--- config.mk ---
export PLATFORM = sky130hd
export DESIGN_NAME = pll_synth_core
export DESIGN_NICKNAME = d
export VERILOG_FILES = /design/src/verilog/pll_synth_pkg.sv /design/src/verilog/pll_synth_core.sv
export SDC_FILE = /design/constraint.sdc
export NUM_CORES = 1
export LEC_CHECK = 0
export ABC_CLOCK_PERIOD_IN_PS = 4300
export BUFFER_PORTS_ARGS = -buffer_cell sky130_fd_sc_hd__buf_2
export CORE_MARGIN = 8
export CORE_UTILIZATION = 45
export DETAILED_ROUTE_END_ITERATION = 8
export GPL_ROUTABILITY_DRIVEN = 0
export GPL_TIMING_DRIVEN = 1
export SETUP_SLACK_MARGIN = 0.5
export SKIP_CTS_REPAIR_TIMING = 1
export SKIP_LAST_GASP = 1
export SLEW_MARGIN = 20
export SYNTH_ARGS = -nofsm -noshare
export SYNTH_HDL_FRONTEND = slang
export SYNTH_SLANG_ARGS = --single-unit
--- constraint.sdc ---
create_clock -name REF_CLK -period 4.3 [get_ports REF_CLK]
set_clock_uncertainty 0.15 [all_clocks]
set_input_delay 0.86 -clock REF_CLK [delete_from_list [all_inputs] [get_ports REF_CLK]]
set_output_delay 0.86 -clock REF_CLK [all_outputs]
set_load 0.1 [all_outputs]
--- src/verilog/pll_synth_pkg.sv ---
// Package with widths, positions and types of the synthesizer core.
package pll_synth_pkg;
  localparam int REF_W      = 14;
  localparam int SWAL_W     = 7;
  localparam int PROG_W     = 10;
  localparam int MAIN_W     = SWAL_W + PROG_W;
  localparam int SHIFT_W    = MAIN_W + 1;
  localparam int SEL_POS    = 0;
  localparam int SWAL_LSB   = 1;
  localparam int PROG_LSB   = SWAL_LSB + SWAL_W;
  localparam int REF_LSB    = 1;
  localparam int LOCK_W     = 4;
  localparam logic [REF_W-1:0]  REF_RESET  = 14'h0005;
  localparam logic [PROG_W-1:0] PROG_RESET = 10'h005;
  localparam logic [SWAL_W-1:0] SWAL_RESET = 7'h00;
  localparam logic [LOCK_W-1:0] LOCK_GOOD  = 4'hF;

  typedef struct packed {
    logic [PROG_W-1:0] prog;
    logic [SWAL_W-1:0] swal;
  } main_word_t;

  typedef enum logic [1:0] {
    PD_IDLE = 2'b00,
    PD_UP   = 2'b01,
    PD_DOWN = 2'b10
  } pd_state_t;
endpackage : pll_synth_pkg

--- src/verilog/pll_synth_core.sv ---
// Serial-programmed frequency synthesizer digital core.
`timescale 1ns/1ps
module pll_synth_core (
  input  wire logic REF_CLK,
  input  wire logic RST_N,
  input  wire logic CLK_EN,
  input  wire logic CRYSTAL_AMP_INPUT,
  input  wire logic PRESCALER_IN,
  input  wire logic SERIAL_CLK,
  input  wire logic SERIAL_DATA,
  input  wire logic LOAD_STROBE,
  output logic      MODULUS_CTRL,
  output logic      PUMP_OUT,
  output logic      PUMP_OE,
  output logic      LOCK_DETECT_OUT,
  output logic      MAIN_DIV_MONITOR,
  output logic      REF_DIV_MONITOR
);
  localparam int RW = pll_synth_pkg::REF_W;
  localparam int SW = pll_synth_pkg::SWAL_W;
  localparam int PW = pll_synth_pkg::PROG_W;
  localparam int HW = pll_synth_pkg::SHIFT_W;

  // ------------------------------------------------------------
  // Input synchronisers
  // ------------------------------------------------------------
  logic [4:0] sync1_reg;
  logic [4:0] sync2_reg;
  logic [4:0] prev_reg;
  always_ff @(posedge REF_CLK or negedge RST_N) begin
    if (!RST_N) begin
      sync1_reg <= 5'h00;
      sync2_reg <= 5'h00;
      prev_reg  <= 5'h00;
    end else if (CLK_EN) begin
      sync1_reg <= {CRYSTAL_AMP_INPUT, PRESCALER_IN, SERIAL_CLK,
                    SERIAL_DATA, LOAD_STROBE};
      sync2_reg <= sync1_reg;
      prev_reg  <= sync2_reg;
    end
  end
  logic osc_rise;
  logic pre_rise;
  logic pre_fall;
  logic sck_rise;
  logic sdata;
  logic strobe;
  assign osc_rise = sync2_reg[4] & ~prev_reg[4];
  assign pre_rise = sync2_reg[3] & ~prev_reg[3];
  assign pre_fall = ~sync2_reg[3] & prev_reg[3];
  // Data is sampled one stage later than the clock edge seen here.
  assign sck_rise = sync2_reg[2] & ~prev_reg[2];
  assign sdata    = prev_reg[1];
  assign strobe   = sync2_reg[0];

  // ------------------------------------------------------------
  // Serial shift register and latches
  // ------------------------------------------------------------
  logic [HW-1:0] shift_reg;
  always_ff @(posedge REF_CLK or negedge RST_N) begin
    if (!RST_N) begin
      shift_reg <= '0;
    end else if (CLK_EN && sck_rise) begin
      shift_reg <= {shift_reg[HW-2:0], sdata};
    end
  end

  logic [RW-1:0]             ref_latch_reg;
  pll_synth_pkg::main_word_t main_latch_reg;
  always_ff @(posedge REF_CLK or negedge RST_N) begin
    if (!RST_N) begin
      ref_latch_reg       <= pll_synth_pkg::REF_RESET;
      main_latch_reg.prog <= pll_synth_pkg::PROG_RESET;
      main_latch_reg.swal <= pll_synth_pkg::SWAL_RESET;
    end else if (CLK_EN && strobe) begin
      if (shift_reg[pll_synth_pkg::SEL_POS]) begin
        ref_latch_reg <= shift_reg[pll_synth_pkg::REF_LSB +: RW];
      end else begin
        main_latch_reg.swal <= shift_reg[pll_synth_pkg::SWAL_LSB +: SW];
        main_latch_reg.prog <= shift_reg[pll_synth_pkg::PROG_LSB +: PW];
      end
    end
  end

  // ------------------------------------------------------------
  // Reference divider
  // ------------------------------------------------------------
  logic [RW-1:0] ref_cnt_reg;
  logic          ref_pulse;
  assign ref_pulse = osc_rise && (ref_cnt_reg <= 14'h0001);
  always_ff @(posedge REF_CLK or negedge RST_N) begin
    if (!RST_N) begin
      ref_cnt_reg <= pll_synth_pkg::REF_RESET;
    end else if (CLK_EN && osc_rise) begin
      if (ref_pulse) begin
        ref_cnt_reg <= ref_latch_reg;
      end else begin
        ref_cnt_reg <= ref_cnt_reg - 14'h0001;
      end
    end
  end

  // ------------------------------------------------------------
  // Pulse swallow main divider
  // ------------------------------------------------------------
  logic [PW-1:0] prog_cnt_reg;
  logic [SW-1:0] swal_cnt_reg;
  logic          main_pulse;
  assign main_pulse = pre_rise && (prog_cnt_reg <= 10'h001);
  always_ff @(posedge REF_CLK or negedge RST_N) begin
    if (!RST_N) begin
      prog_cnt_reg <= pll_synth_pkg::PROG_RESET;
      swal_cnt_reg <= pll_synth_pkg::SWAL_RESET;
    end else if (CLK_EN && pre_rise) begin
      if (main_pulse) begin
        prog_cnt_reg <= main_latch_reg.prog;
        swal_cnt_reg <= main_latch_reg.swal;
      end else begin
        prog_cnt_reg <= prog_cnt_reg - 10'h001;
        if (swal_cnt_reg != 7'h00) begin
          swal_cnt_reg <= swal_cnt_reg - 7'h01;
        end
      end
    end
  end

  // Low selects modulus plus one while swallowing remains.
  always_ff @(posedge REF_CLK or negedge RST_N) begin
    if (!RST_N) begin
      MODULUS_CTRL <= 1'b1;
    end else if (CLK_EN && pre_fall) begin
      MODULUS_CTRL <= (swal_cnt_reg == 7'h00);
    end
  end

  // ------------------------------------------------------------
  // Monitors
  // ------------------------------------------------------------
  always_ff @(posedge REF_CLK or negedge RST_N) begin
    if (!RST_N) begin
      MAIN_DIV_MONITOR <= 1'b0;
      REF_DIV_MONITOR  <= 1'b0;
    end else if (CLK_EN) begin
      MAIN_DIV_MONITOR <= main_pulse;
      REF_DIV_MONITOR  <= ref_pulse;
    end
  end

  // ------------------------------------------------------------
  // Phase detector and charge pump
  // ------------------------------------------------------------
  pll_synth_pkg::pd_state_t pd_reg;
  pll_synth_pkg::pd_state_t pd_next;
  always_comb begin
    pd_next = pd_reg;
    case (pd_reg)
      pll_synth_pkg::PD_IDLE: begin
        if (ref_pulse && !main_pulse) begin
          pd_next = pll_synth_pkg::PD_UP;
        end else if (main_pulse && !ref_pulse) begin
          pd_next = pll_synth_pkg::PD_DOWN;
        end
      end
      pll_synth_pkg::PD_UP: begin
        if (main_pulse) begin
          pd_next = pll_synth_pkg::PD_IDLE;
        end
      end
      pll_synth_pkg::PD_DOWN: begin
        if (ref_pulse) begin
          pd_next = pll_synth_pkg::PD_IDLE;
        end
      end
      default: pd_next = pll_synth_pkg::PD_IDLE;
    endcase
  end
  always_ff @(posedge REF_CLK or negedge RST_N) begin
    if (!RST_N) begin
      pd_reg <= pll_synth_pkg::PD_IDLE;
    end else if (CLK_EN) begin
      pd_reg <= pd_next;
    end
  end
  always_ff @(posedge REF_CLK or negedge RST_N) begin
    if (!RST_N) begin
      PUMP_OUT <= 1'b0;
      PUMP_OE  <= 1'b0;
    end else if (CLK_EN) begin
      PUMP_OUT <= (pd_next == pll_synth_pkg::PD_UP);
      PUMP_OE  <= (pd_next != pll_synth_pkg::PD_IDLE);
    end
  end

  // ------------------------------------------------------------
  // Lock detect
  // ------------------------------------------------------------
  logic [pll_synth_pkg::LOCK_W-1:0] lock_cnt_reg;
  always_ff @(posedge REF_CLK or negedge RST_N) begin
    if (!RST_N) begin
      lock_cnt_reg <= '0;
    end else if (CLK_EN) begin
      if (pd_reg != pll_synth_pkg::PD_IDLE) begin
        lock_cnt_reg <= '0;
      end else if (ref_pulse && lock_cnt_reg != pll_synth_pkg::LOCK_GOOD) begin
        lock_cnt_reg <= lock_cnt_reg + 4'h1;
      end
    end
  end
  always_ff @(posedge REF_CLK or negedge RST_N) begin
    if (!RST_N) begin
      LOCK_DETECT_OUT <= 1'b0;
    end else if (CLK_EN) begin
      // Low while the detector is pumping, then until the lock count climbs back to LOCK_GOOD.
      LOCK_DETECT_OUT <= (pd_next == pll_synth_pkg::PD_IDLE) &&
                         (lock_cnt_reg == pll_synth_pkg::LOCK_GOOD);
    end
  end
endmodule : pll_synth_core

**After elaboration in Yosys (flattened, before gate mapping)**

Cells that the tools add are included.

- Output and inout bits: 6
- Bits in registers: 107

- Reduce and logical (&&, ||, !) cells: 25
- Bitwise gates (word level): 9
- $lt $le $gt $ge: 2
- Equality and inequality tests: 5
- Add/sub/neg operators: 4
- Mux-type cells: 11

Operators by type and width:

| cell | number |
|---|---|
| 14-bit by 1-bit less-or-equal comparator with 1-bit output (second input constant) | 1 |
| 14-bit 2-to-1 mux | 1 |
| 7-bit 2-to-1 mux | 2 |
| 14-bit by 1-bit subtractor with 14-bit output (second input constant) | 1 |
| 1-bit logical AND | 11 |
| 10-bit by 1-bit less-or-equal comparator with 1-bit output (second input constant) | 1 |
| 10-bit 2-to-1 mux | 1 |
| 10-bit by 1-bit subtractor with 10-bit output (second input constant) | 1 |
| 2-bit 2-to-1 mux | 4 |
| 4-bit 2-to-1 mux | 2 |
| 2-bit AND reduction | 4 |
| 2-bit nonzero test | 4 |
| 7-bit zero test | 1 |
| 7-bit nonzero test | 1 |
| 7-bit by 1-bit subtractor with 7-bit output (second input constant) | 1 |
| 2-bit one-hot mux with 3 select lines | 1 |
| 1-bit inverter | 5 |
| 4-bit by 1-bit adder with 4-bit output (second input constant) | 1 |
| 1-bit bitwise AND | 4 |
| 2-bit by 1-bit equality test with 1-bit output (second input constant) | 2 |
| 4-bit equality test (second input constant) | 1 |
| 2-bit zero test | 2 |
| 4-bit != test (second input constant) | 1 |
| 2-bit equality test (second input constant) | 1 |
| 1-bit zero test | 2 |

**Logic depth before layout (Yosys ltp)**

Gate-level depths: netlist (run 1).

- Depth in word-level cells: 10
- Mapped depth: 8
- Gate-level depth less buffers: 7

**Worst setup path before layout (run 1)**

OpenSTA, ideal clock, no wires.

- Path type: input to register
- Start point: input port CLK_EN
- End point: register shift_reg[10]
- Path slack: 1.980 ns
- Data required time: 4.025 ns
- Library setup time: 0.125 ns
- Stages: 4
- Path buffers: 2
- Arrival: 2.045 ns
- Path through: clkbuf_1 -> nand3b_1 -> clkbuf_1 -> mux2_2

- Longest elaborated chain between the ends: 1

RTL lines:

| element | line | source |
|---|---|---|
| start, declared | pll_synth_core.sv:6 | `input wire logic CLK_EN,` |
| 1-bit logical AND | pll_synth_core.sv:63 | `end else if (CLK_EN && sck_rise) begin` |
| end signal, assigned | pll_synth_core.sv:64 | `shift_reg <= {shift_reg[HW-2:0], sdata};` |
| end, declared | pll_synth_core.sv:59 | `logic [HW-1:0] shift_reg;` |

No other way between the ends.
A chain may end at the register's enable or synchronous reset.

**Worst setup path in the final report (run 1)**

- Start point: register prog_cnt_reg[7]
- End point: register swal_cnt_reg[5]

- Longest elaborated chain between the ends: 4

RTL lines:

| element | line | source |
|---|---|---|
| start, declared | pll_synth_core.sv:106 | `logic [PW-1:0] prog_cnt_reg;` |
| start signal, assigned | pll_synth_core.sv:112 | `prog_cnt_reg <= pll_synth_pkg::PROG_RESET;` |
| start signal, assigned | pll_synth_core.sv:116 | `prog_cnt_reg <= main_latch_reg.prog;` |
| start signal, assigned | pll_synth_core.sv:119 | `prog_cnt_reg <= prog_cnt_reg - 10'h001;` |
| 10-bit by 1-bit less-or-equal comparator with 1-bit output * | pll_synth_core.sv:109 | `assign main_pulse = pre_rise && (prog_cnt_reg <= 10'h001);` |
| 1-bit logical AND * | pll_synth_core.sv:109 |  |
| 2-bit nonzero test (no source line) | - |  |
| 2-bit AND reduction (no source line) | - |  |
| end signal, assigned | pll_synth_core.sv:113 | `swal_cnt_reg <= pll_synth_pkg::SWAL_RESET;` |
| end signal, assigned | pll_synth_core.sv:117 | `swal_cnt_reg <= main_latch_reg.swal;` |
| end signal, assigned | pll_synth_core.sv:121 | `swal_cnt_reg <= swal_cnt_reg - 7'h01;` |
| end, declared | pll_synth_core.sv:107 | `logic [SW-1:0] swal_cnt_reg;` |

Every way passes the cells marked *; elsewhere a longest branch is shown, timed or not.

==> results of run 1 <==
## worst min path at each step
| stage | from | endpoint | slack, ns | depth (start not counted) |
|---|---|---|---|---|
| 2_1_floorplan | lock_cnt_reg[3] | lock_cnt_reg[3] | 0.31 | 1 |
| 3_3_place_gp | REF_DIV_MONITOR | REF_DIV_MONITOR | 0.31 | 1 |
| 3_5_place_dp | REF_DIV_MONITOR | REF_DIV_MONITOR | 0.31 | 1 |
| 4_1_cts | REF_DIV_MONITOR | REF_DIV_MONITOR | 0.35 | 1 |
| 5_1_grt | REF_DIV_MONITOR | REF_DIV_MONITOR | 0.36 | 1 |
| 6_report | REF_DIV_MONITOR | REF_DIV_MONITOR | 0.35 | 1 |
## layer usage
metal	vias up	GRT usage, %	routed length (um)
li1	1569	-	-
met1	1610	18.4	4600
met2	39	21.0	4380
met3	7	3.12	199
met4	0	4.37	77
met5	-	0	0
## cells in the mapped netlist, types with 2 or more instances
cell type  number
nor3_1          9
nand2_1        24
a2bb2oi_1       9
and2_1          3
o2bb2ai_1       4
a21o_1          5
o22a_1          3
o211ai_1        2
a21oi_1        25
or4_1           2
nand3_1         9
dfrtp_1        97
o21ai_0        25
ha_1            7
a32oi_1         2
clkbuf_1       10
and3_1          2
a22oi_1         6
mux2_2         65
or3_1           4
o22ai_1         7
o21ai_1         5
dfstp_2         9
nand3_2         2
buf_1           2
nand3b_1        4
buf_2           4
nor4_1          5
inv_1          22
nor3b_1         3
mux2i_1         2
nor2_1         20
nor4_4          2
nor2b_1         3
## stage by stage
| stage | hold slack, ns | cells |
|---|---|---|
| after floorplan | 0.311 | 423 |
| after global placement | 0.312 | 561 |
| after detailed placement | 0.315 | 561 |
| after CTS | 0.348 | 577 |
| after global routing | 0.357 | 577 |
| final | 0.352 | 577 |
## layout by cell type, fill, tap and decap left out, drive strengths merged, types with 5 or more instances in the layout
cell type / synthesis / layout
dfrtp: 97 / 97
mux2: 65 / 65
o21ai: 30 / 30
a21oi: 26 / 26
nand2: 25 / 25
inv: 22 / 25
nor2: 20 / 20
buf: 7 / 15
nand3: 11 / 11
dfstp: 9 / 9
a2bb2oi: 9 / 9
nor3: 9 / 9
clkbuf: 10 / 9
nor4: 8 / 8
o22ai: 7 / 7
ha: 7 / 7
a22oi: 6 / 6
a21o: 5 / 5
## area by class of cell
cell class | count | area, um2 | share of cell area (%)
Sequential cell | 106 | 2660 | 50.5
Multi-Input combinational cell | 278 | 2090 | 39.5
Clock buffer | 9 | 124 | 2.35
Clock inverter | 7 | 62.6 | 1.19
Inverter | 22 | 82.6 | 1.56
Timing Repair Buffer | 15 | 82.6 | 1.56
Tap cell | 140 | 175 | 3.32
## critical path: cells and delay by family, from the launching register on
family | cells | cell delay (ns)
DFF | 1 | 0.43
and+or+nand+nor | 2 | 0.87
AOI/OAI and AO/OA | 3 | 1.28
## kinds of logic (layout without fill, tap and decap cells)
group	Yosys count	after routing	share of synthesized area (%)
buf+inv	39	53	3.24
flops	106	106	54.3
compound gates	105	105	14.0
xor+xnor	1	1	0.178
mux	67	67	15.3
simple gates	98	98	11.2
fa+ha+maj	7	7	1.78
## power groups by stage
stage          clock (mW)  sequential, mW  combinational (mW)
3_5_place_dp            0            1.58               0.751
6_report            0.574            1.56               0.749
3_3_place_gp            0            1.57               0.726
2_1_floorplan           0            1.53               0.585
5_1_grt             0.639            1.61               0.844
4_1_cts             0.609            1.56               0.756
==> results.cfg, run 1 <==
[sta]
rsz0062_at_grt = false
setup_tns_ns = 0
fin_crit_sh_pct = 66.6
relSlewSlack_pct = 31.5
setup_ws_ns = 1.44
setup_viol_count_final = 0
drv_slew = 0
worst_pin_slew_ns = 1.03
finalHoldViolations = 0
min_period_ns = 2.86
fmax_mhz = 349

[cts]
clk_latency_ns = 0.37
cts.clk_slew.worst_paths_ns = 0.10
root_buffer = clkbuf_8
htree_num_levels = 3
cts_sinks = 106
cts_made_buffers = 9
cts_tree = yes
cts.path.max_buffers = 2

[drt]
postRouteAntennaNets = 0
drt_wl_total_um = 9260
vias_per_cell = 5.59
route.vias.total = 3225
wl_per_cell_um = 16.1
drtIter0Drc = 160
drc_errors = 0
drt_pass1_iterations = 6

[die]
start_util_pct = 45.7
rows = 38
die_w_um = 120
core_um2 = 10700
io_pins = 14
die_area_um2 = 14500
die_h_um = 120

[yosys]
synth_top_cell_by_area = dfrtp_1
syn_area_per_cell_um2 = 11.6
ys_ff_latch = 106
seq_area_frac_synth_pct = 54.3
syn_area_um2 = 4910
syn_nets = 438
synth_ff_type = dfrtp_1
ys_types = 54
ys_async_sr_fraction_pct = 100
synth_warnings = 0
synth_edf_count = 0
synth_cells = 423
synth_top_area_share_pct = 49.4
synth_area_leaders = dfrtp_1 (49%), mux2_2 (15%), dfstp_2 (4.8%)

[final_layout]
diodes = 0
largest_reg_flops = 18
drive_gt1_share_pct = 26.8
area_growth_pct = 7.49
layout.nets = 447
fillers = 969
post-route-util_pct = 49.1
design_area_um2 = 5280

[grt]
grt_use_total_pct = 13.6
grt_pass1_vias = 3174
grt_max_degree = 67
antenna_found_initial = 0
grt_first_pass_wirelength_um = 16100
grt_overflow = 0

[critical_path]
worstSetupStartpointType = flip-flop
critPathSlowestCell = o2111a_1
crit_end = swal_cnt_reg[5]
timing.reg2reg.setup_slack_ns = 1.44
cp_data_required_time_ns = 4.38
reg2reg_from = prog_cnt_reg[7]
crit_start = prog_cnt_reg[7]
arrival_ns = 2.94
end_kind = flip-flop
reg2regPathDepth = 5
reg2reg_to = swal_cnt_reg[5]
crit_path_max_incr_delay_ns = 0.91
crit_fanout = 26
critPathKind = reg -> reg
path_cells = nor4_1 -> o2111a_1 -> nor2_1 -> a32oi_1 -> o21ai_0

[run]
cap_violations = 0

[placement]
post_dp_cell_area_um2 = 5090
dpl.hpwl_um = 6290
pre_cts_ws_ns = 1.43
port_buffers = 13

[pwr]
powerDensity_nw_per_um2 = 547
p_comb_share_pct = 26.0
leakagePower_nw = 2.37
total_power_mw = 2.88
p_switching_mw = 1.01
p_int_mw = 1.87
p_seq_share_pct = 54.1
p_clk_share_pct = 19.9
ir_drop_mv = 0.324
p_sw_share_pct = 35.1

[hold_path]
worstHoldPathType = reg -> reg

[run_status]
status = finished, final reports clean
Note: power is estimated with default switching activity, not from simulation.
==> run 2: changes to the inputs <==
- ABC_AREA: unset -> 1
- ABC_CLOCK_PERIOD_IN_PS: 4300 -> 2810
- clock period: 4.3 -> 2.81 ns (I/O delays scaled with it)
==> run 2 against run 1 <==
  * The run now ends with hold timing left
  * Hold slack got worse by 0.36 ns
  * First-iteration DRC count rose by 40%
  * Register-to-register slack lost 0.78 ns
  * Global-route usage up 1.8 points
  * Power is 76% higher
  * Sequential share of layout area fell by 3.7 points
  * Critical endpoint is now PUMP_OE
  * Largest power group unchanged
  * Highest routed layer unchanged
==> results.cfg, run 2 <==
[critical_path]
critPathKind = reg -> reg
cp_data_required_time_ns = 2.90
reg2reg_from = ref_cnt_reg[0]
arrival_ns = 2.25
path_cells = inv_1 -> ha_1 -> inv_2 -> nand2_1 -> nand2_1 -> nor2_1 -> nand2_2 -> buf_6 -> nand2_1 -> nand2_1 -> nand2_1 -> nand2_1 -> nand2_1
timing.reg2reg.setup_slack_ns = 0.66
reg2regPathDepth = 13
end_kind = flip-flop
path_common_cell = nand2_1
reg2reg_to = PUMP_OE
crit_fanout = 17
crit_path_max_incr_delay_ns = 0.56
critPathSlowestCell = dfstp_2
worstSetupStartpointType = flip-flop

[hold_path]
worstHoldPathType = in -> async

[die]
die_w_um = 123
io_pins = 14
start_util_pct = 45.3
core_um2 = 11300
rows = 39
die_area_um2 = 15000
die_h_um = 123

[grt]
grt_first_pass_wirelength_um = 18500
grt_max_degree = 37
grt_overflow = 0
grt_pass1_vias = 3908
grt_use_total_pct = 15.3
antenna_found_initial = 0

[pwr]
leakagePower_nw = 2.78
ir_drop_mv = 0.406
powerDensity_nw_per_um2 = 889

[placement]
port_buffers = 13
post_dp_cell_area_um2 = 5360
dpl.hpwl_um = 7620

[cts]
cts_made_buffers = 9
htree_num_levels = 3
cts.path.max_buffers = 2
cts.clk_slew.worst_paths_ns = 0.07
cts_sinks = 106
cts_tree = yes
clk_latency_ns = 0.35
root_buffer = clkbuf_16

[drt]
wl_per_cell_um = 13.2
vias_per_cell = 5.01
postRouteAntennaNets = 0
drtIter0Drc = 224
route.vias.total = 4016
drc_errors = 0
drt_wl_total_um = 10600
drt_pass1_iterations = 7

[yosys]
synth_cells = 639
syn_area_um2 = 5110
syn_area_per_cell_um2 = 8.00
yosysMostFrequentCell = nand2_1
synth_top_cell_by_area = dfrtp_1
synth_edf_count = 0
synthTopCellsByCount = nand2_1 (204), dfrtp_1 (97), o21ai_0 (70), inv_1 (66), nor2_1 (40)
syn_nets = 654
ys_types = 36
ys_async_sr_fraction_pct = 100
ys_ff_latch = 106
synth_warnings = 0
seq_area_frac_synth_pct = 52.1
synth_top_area_share_pct = 47.5
synth_area_leaders = dfrtp_1 (48%), nand2_1 (15%), o21ai_0 (6.9%)
synth_ff_type = dfrtp_1

[final_layout]
area_growth_pct = 11.5
fillers = 1042
drive_gt1_share_pct = 10.9
diodes = 0
design_area_um2 = 5700
seqCellArea_um2 = 2660
multiInputGateArea_um2 = 2070
final_cell_mix = nand2_1 (204), dfrtp_1 (97), o21ai_0 (70)
layout_commonest_cell = nand2_1
largest_reg_flops = 18
layout.nets = 669

[sta]
fmax_mhz = 464
min_period_ns = 2.15
worst_pin_slew_ns = 0.494
hold_ws_ns = -0.00465
finalHoldViolations = 2
drv_slew = 0
fin_crit_sh_pct = 76.7
rsz0062_at_grt = true
relSlewSlack_pct = 67.3
setup_tns_ns = 0
setup_viol_count_final = 0

[run_status]
violations = hold timing
status = finished, violations left

[run]
cap_violations = 0
run 2: changes by cell type in the layout (fill, tap and decap cells not counted), moves of 8 or more:
cell,previous run,this run
a21oi_1,25,12
inv_1,22,66
a2bb2oi_1,9,0
nand3_1,9,37
clkbuf_16,0,9
o21ai_0,25,70
nor2_1,20,40
nand2_1,24,204
mux2_2,65,1
o21ai_1,5,30
clkbuf_8,9,1
run 2: logic make-up after synthesis:
kind of cell,after synthesis,synth area share [%]
adders and majority gates,7,1.71
AOI/OAI and AO/OA,124,12.9
and+or+nand+nor,301,24.6
muxes,1,0.220
DFF,106,52.1
buffers and inverters,93,7.27
xor gates and xnor gates,7,1.20
run 2: power breakdown:
group / switching (mW) / internal (mW)
Clock: 0.596 / 0.818
Sequential: 0.303 / 1.90
Combinational: 0.967 / 0.489
Total: 1.86 / 3.20
run 2: critical path, delay by kind of cell, from the launching register on:
kind / cells / cell delay (ns)
and+or+nand+nor: 9 / 0.71
buffers and inverters: 3 / 0.37
adders and majority gates: 1 / 0.25
DFF: 1 / 0.56
run 2: worst max path at each step:
stage | from | to | slack (ns) | depth (start not counted)
finish | ref_cnt_reg[0] | PUMP_OE | 0.66 | 13
global route | ref_cnt_reg[0] | PUMP_OE | 0.49 | 13
CTS | ref_cnt_reg[0] | PUMP_OE | 0.65 | 13
detailed placement | ref_cnt_reg[0] | PUMP_OE | 0.67 | 13
global placement | ref_cnt_reg[0] | PUMP_OE | 0.71 | 13
floorplan | ref_cnt_reg[0] | ref_cnt_reg[6] | 0.96 | 11
run 2: layout make-up:
| class | instances | area share (%) |
|---|---|---|
| multi-input cells | 440 | 36.4 |
| inverters | 73 | 4.85 |
| clock inverters | 6 | 1.71 |
| clock buffers | 10 | 4.20 |
| flip-flops and latches | 106 | 46.8 |
| repair buffers | 24 | 2.92 |
| well taps | 143 | 3.14 |
run 2: layer usage:
| metal | global-route usage [%] | vias up | wire (um) |
|---|---|---|---|
| met5 | 0 | - | 0 |
| met4 | 6.09 | 0 | 234 |
| met3 | 3.77 | 18 | 386 |
| met2 | 23.4 | 65 | 4680 |
| met1 | 20.6 | 1873 | 5270 |
| li1 | - | 2060 | - |
run 2: per-stage QoR:
stage	hold slack (ns)	std cells	setup WS, ns	utilization (%)	total power [mW]
2_1_floorplan	0.116	639	0.956	-	3.31
3_3_place_gp	0.305	786	0.714	47.5	3.65
3_5_place_dp	0.311	786	0.667	47.5	3.68
4_1_cts	0.0155	802	0.647	50.5	5.10
5_1_grt	0.0220	802	0.486	50.5	5.42
6_report	-0.00465	802	0.655	50.5	5.07
==> run 3: changes to the inputs <==
- ABC_CLOCK_PERIOD_IN_PS: 2810 -> 2100
- clock period: 2.81 -> 2.1 ns (I/O delays scaled with it)
==> run 3 against run 2 <==
  * The flow now finishes without violations
  * Setup slack worse by 0.43 ns
  * Wire length is 12% higher
  * Combinational power is 78% higher
  * Sequential share of layout area is 4.6 points lower
  * Via count is 6.9% higher
  * Fmax is 15% higher
  * Register-to-register slack worse by 0.43 ns
  * Cell count is 3.9% higher
  * Sequential power is 35% higher
  * Critical path depth is 2 lower
  * Global-route usage is 0.094 points higher
  * Count of clock-buffer cells in the layout stayed put
==> results.cfg, run 3 (synthesis gave the netlist of run 2 again) <==
[sta]
fmax_mhz = 532
relSlewSlack_pct = 68.4
rsz0062_at_grt = true
hold_ws_ns = 0.122
worst_pin_slew_ns = 0.474
setup_tns_ns = 0
min_period_ns = 1.88
fin_crit_sh_pct = 89.5
drv_slew = 0
setup_ws_ns = 0.221
finalHoldViolations = 0
setup_viol_count_final = 0

[hold_path]
worstHoldPathType = in -> reg

[critical_path]
critPathKind = reg -> reg
cp_data_required_time_ns = 2.18
crit_fanout = 5
crit_path_max_incr_delay_ns = 0.58
worstSetupStartpointType = flip-flop
critPathSlowestCell = dfstp_2
path_cells = ha_4 -> inv_2 -> nand2_2 -> nand2_2 -> nor2_4 -> buf_4 -> nand2_2 -> o21ai_1 -> nand2_1 -> o21ai_1 -> inv_1
end_kind = flip-flop
arrival_ns = 1.96
path_common_cell = nand2_2

[die]
die_h_um = 123
start_util_pct = 45.3
rows = 39
io_pins = 14
die_area_um2 = 15000
core_um2 = 11300
die_w_um = 123

[placement]
post_dp_cell_area_um2 = 5460
dpl.hpwl_um = 7740
pre_cts_ws_ns = 0.149
port_buffers = 13

[drt]
postRouteAntennaNets = 0
route.vias.total = 4294
vias_per_cell = 5.15
drtIter0Drc = 238
drt_pass1_iterations = 4
drt_wl_total_um = 11900
drc_errors = 0
wl_per_cell_um = 14.3

[grt]
grt_first_pass_wirelength_um = 18600
grt_overflow = 0
grt_max_degree = 37
grt_pass1_vias = 3812
antenna_found_initial = 0
grt_use_total_pct = 15.4

[cts]
cts_made_buffers = 9
clk_latency_ns = 0.35
cts.path.max_buffers = 2
cts_tree = yes
cts.clk_slew.worst_paths_ns = 0.07
root_buffer = clkbuf_16
cts_sinks = 106
htree_num_levels = 3

[final_layout]
fillers = 1017
area_growth_pct = 23.7
final_cell_mix = nand2_1 (186), dfrtp_1 (97), inv_1 (60)
drive_gt1_share_pct = 22.8
design_area_um2 = 6320
diodes = 0
multiInputGateArea_um2 = 2430
largest_reg_flops = 18
layout.nets = 700
layout_commonest_cell = nand2_1
seqCellArea_um2 = 2660

[pwr]
total_power_mw = 7.29
p_sw_share_pct = 38.8
ir_drop_mv = 0.669
p_int_mw = 4.46
leakagePower_nw = 2.99
p_clk_share_pct = 23.4
p_comb_share_pct = 35.7
p_seq_share_pct = 40.9
powerDensity_nw_per_um2 = 1150
p_switching_mw = 2.83

[run_status]
status = finished, final reports clean

[run]
cap_violations = 0
run 3: changes by cell type in the layout (fill, tap and decap cells not counted), sizes merged:
cell | previous run | this run
buf | 24 | 48
clkbuf | 10 | 11
clkinv | 1 | 3
clkinvlp | 2 | 1
bufinv | 2 | 1
dlygate4sd3 | 0 | 1
inv | 74 | 75
nand2 | 209 | 213
run 3: worst paths after layout:
path,to,cells after the start,from,slack [ns]
max,ref_cnt_reg[6],11,ref_cnt_reg[0],0.22
min reg2reg,sync1_reg[4],2,sync1_reg[4],0.32
max in group asynchronous,prog_cnt_reg[2],3,RST_N,0.68
min,sync1_reg[0],3,LOAD_STROBE,0.12
max reg2reg,ref_cnt_reg[6],11,ref_cnt_reg[0],0.22
min in group asynchronous,ref_cnt_reg[1],2,RST_N,0.43
run 3: power groups by stage:
stage	clock network (mW)	registers, mW	logic, mW
after CTS	1.74	2.94	2.06
after global placement	0	2.96	2.02
after detailed placement	0	2.97	2.05
after global routing	1.82	3.04	2.91
final	1.71	2.98	2.60
after floorplan	0	3.03	1.49
run 3: final cells by class:
| class | instances | share of cell area, % |
|---|---|---|
| Clock inverter | 6 | 1.03 |
| Inverter | 73 | 4.53 |
| Clock buffer | 10 | 3.62 |
| Timing Repair inverter | 1 | 0.0990 |
| Multi-Input combinational cell | 444 | 38.5 |
| Sequential cell | 106 | 42.2 |
| Tap cell | 143 | 2.83 |
| Timing Repair Buffer | 50 | 7.21 |
run 3: per-layer routing:
metal	vias to the layer above	wire [um]	global-route usage, %	share of wire, %
met2	73	5700	23.8	48
met5	-	0	0	0
met4	0	105	4.34	0.88
met3	9	481	2.94	4.0
li1	2134	-	-	-
met1	2078	5590	21.7	47
run 3: per-stage QoR:
stage / cells / utilization (%)
2_1_floorplan: 639 / -
3_3_place_gp: 788 / 48.4
3_5_place_dp: 788 / 48.4
4_1_cts: 804 / 51.0
5_1_grt: 833 / 56.1
6_report: 833 / 56.1
run 3: worst max-delay path, delay by kind of cell (launching register included):
family | cells | cell delay [ns]
flip-flops | 1 | 0.58
AO/OA/AOI/OAI | 2 | 0.21
adder cells (fa/ha/maj) | 1 | 0.15
buffers and inverters | 3 | 0.22
AND/OR/NAND/NOR | 5 | 0.46
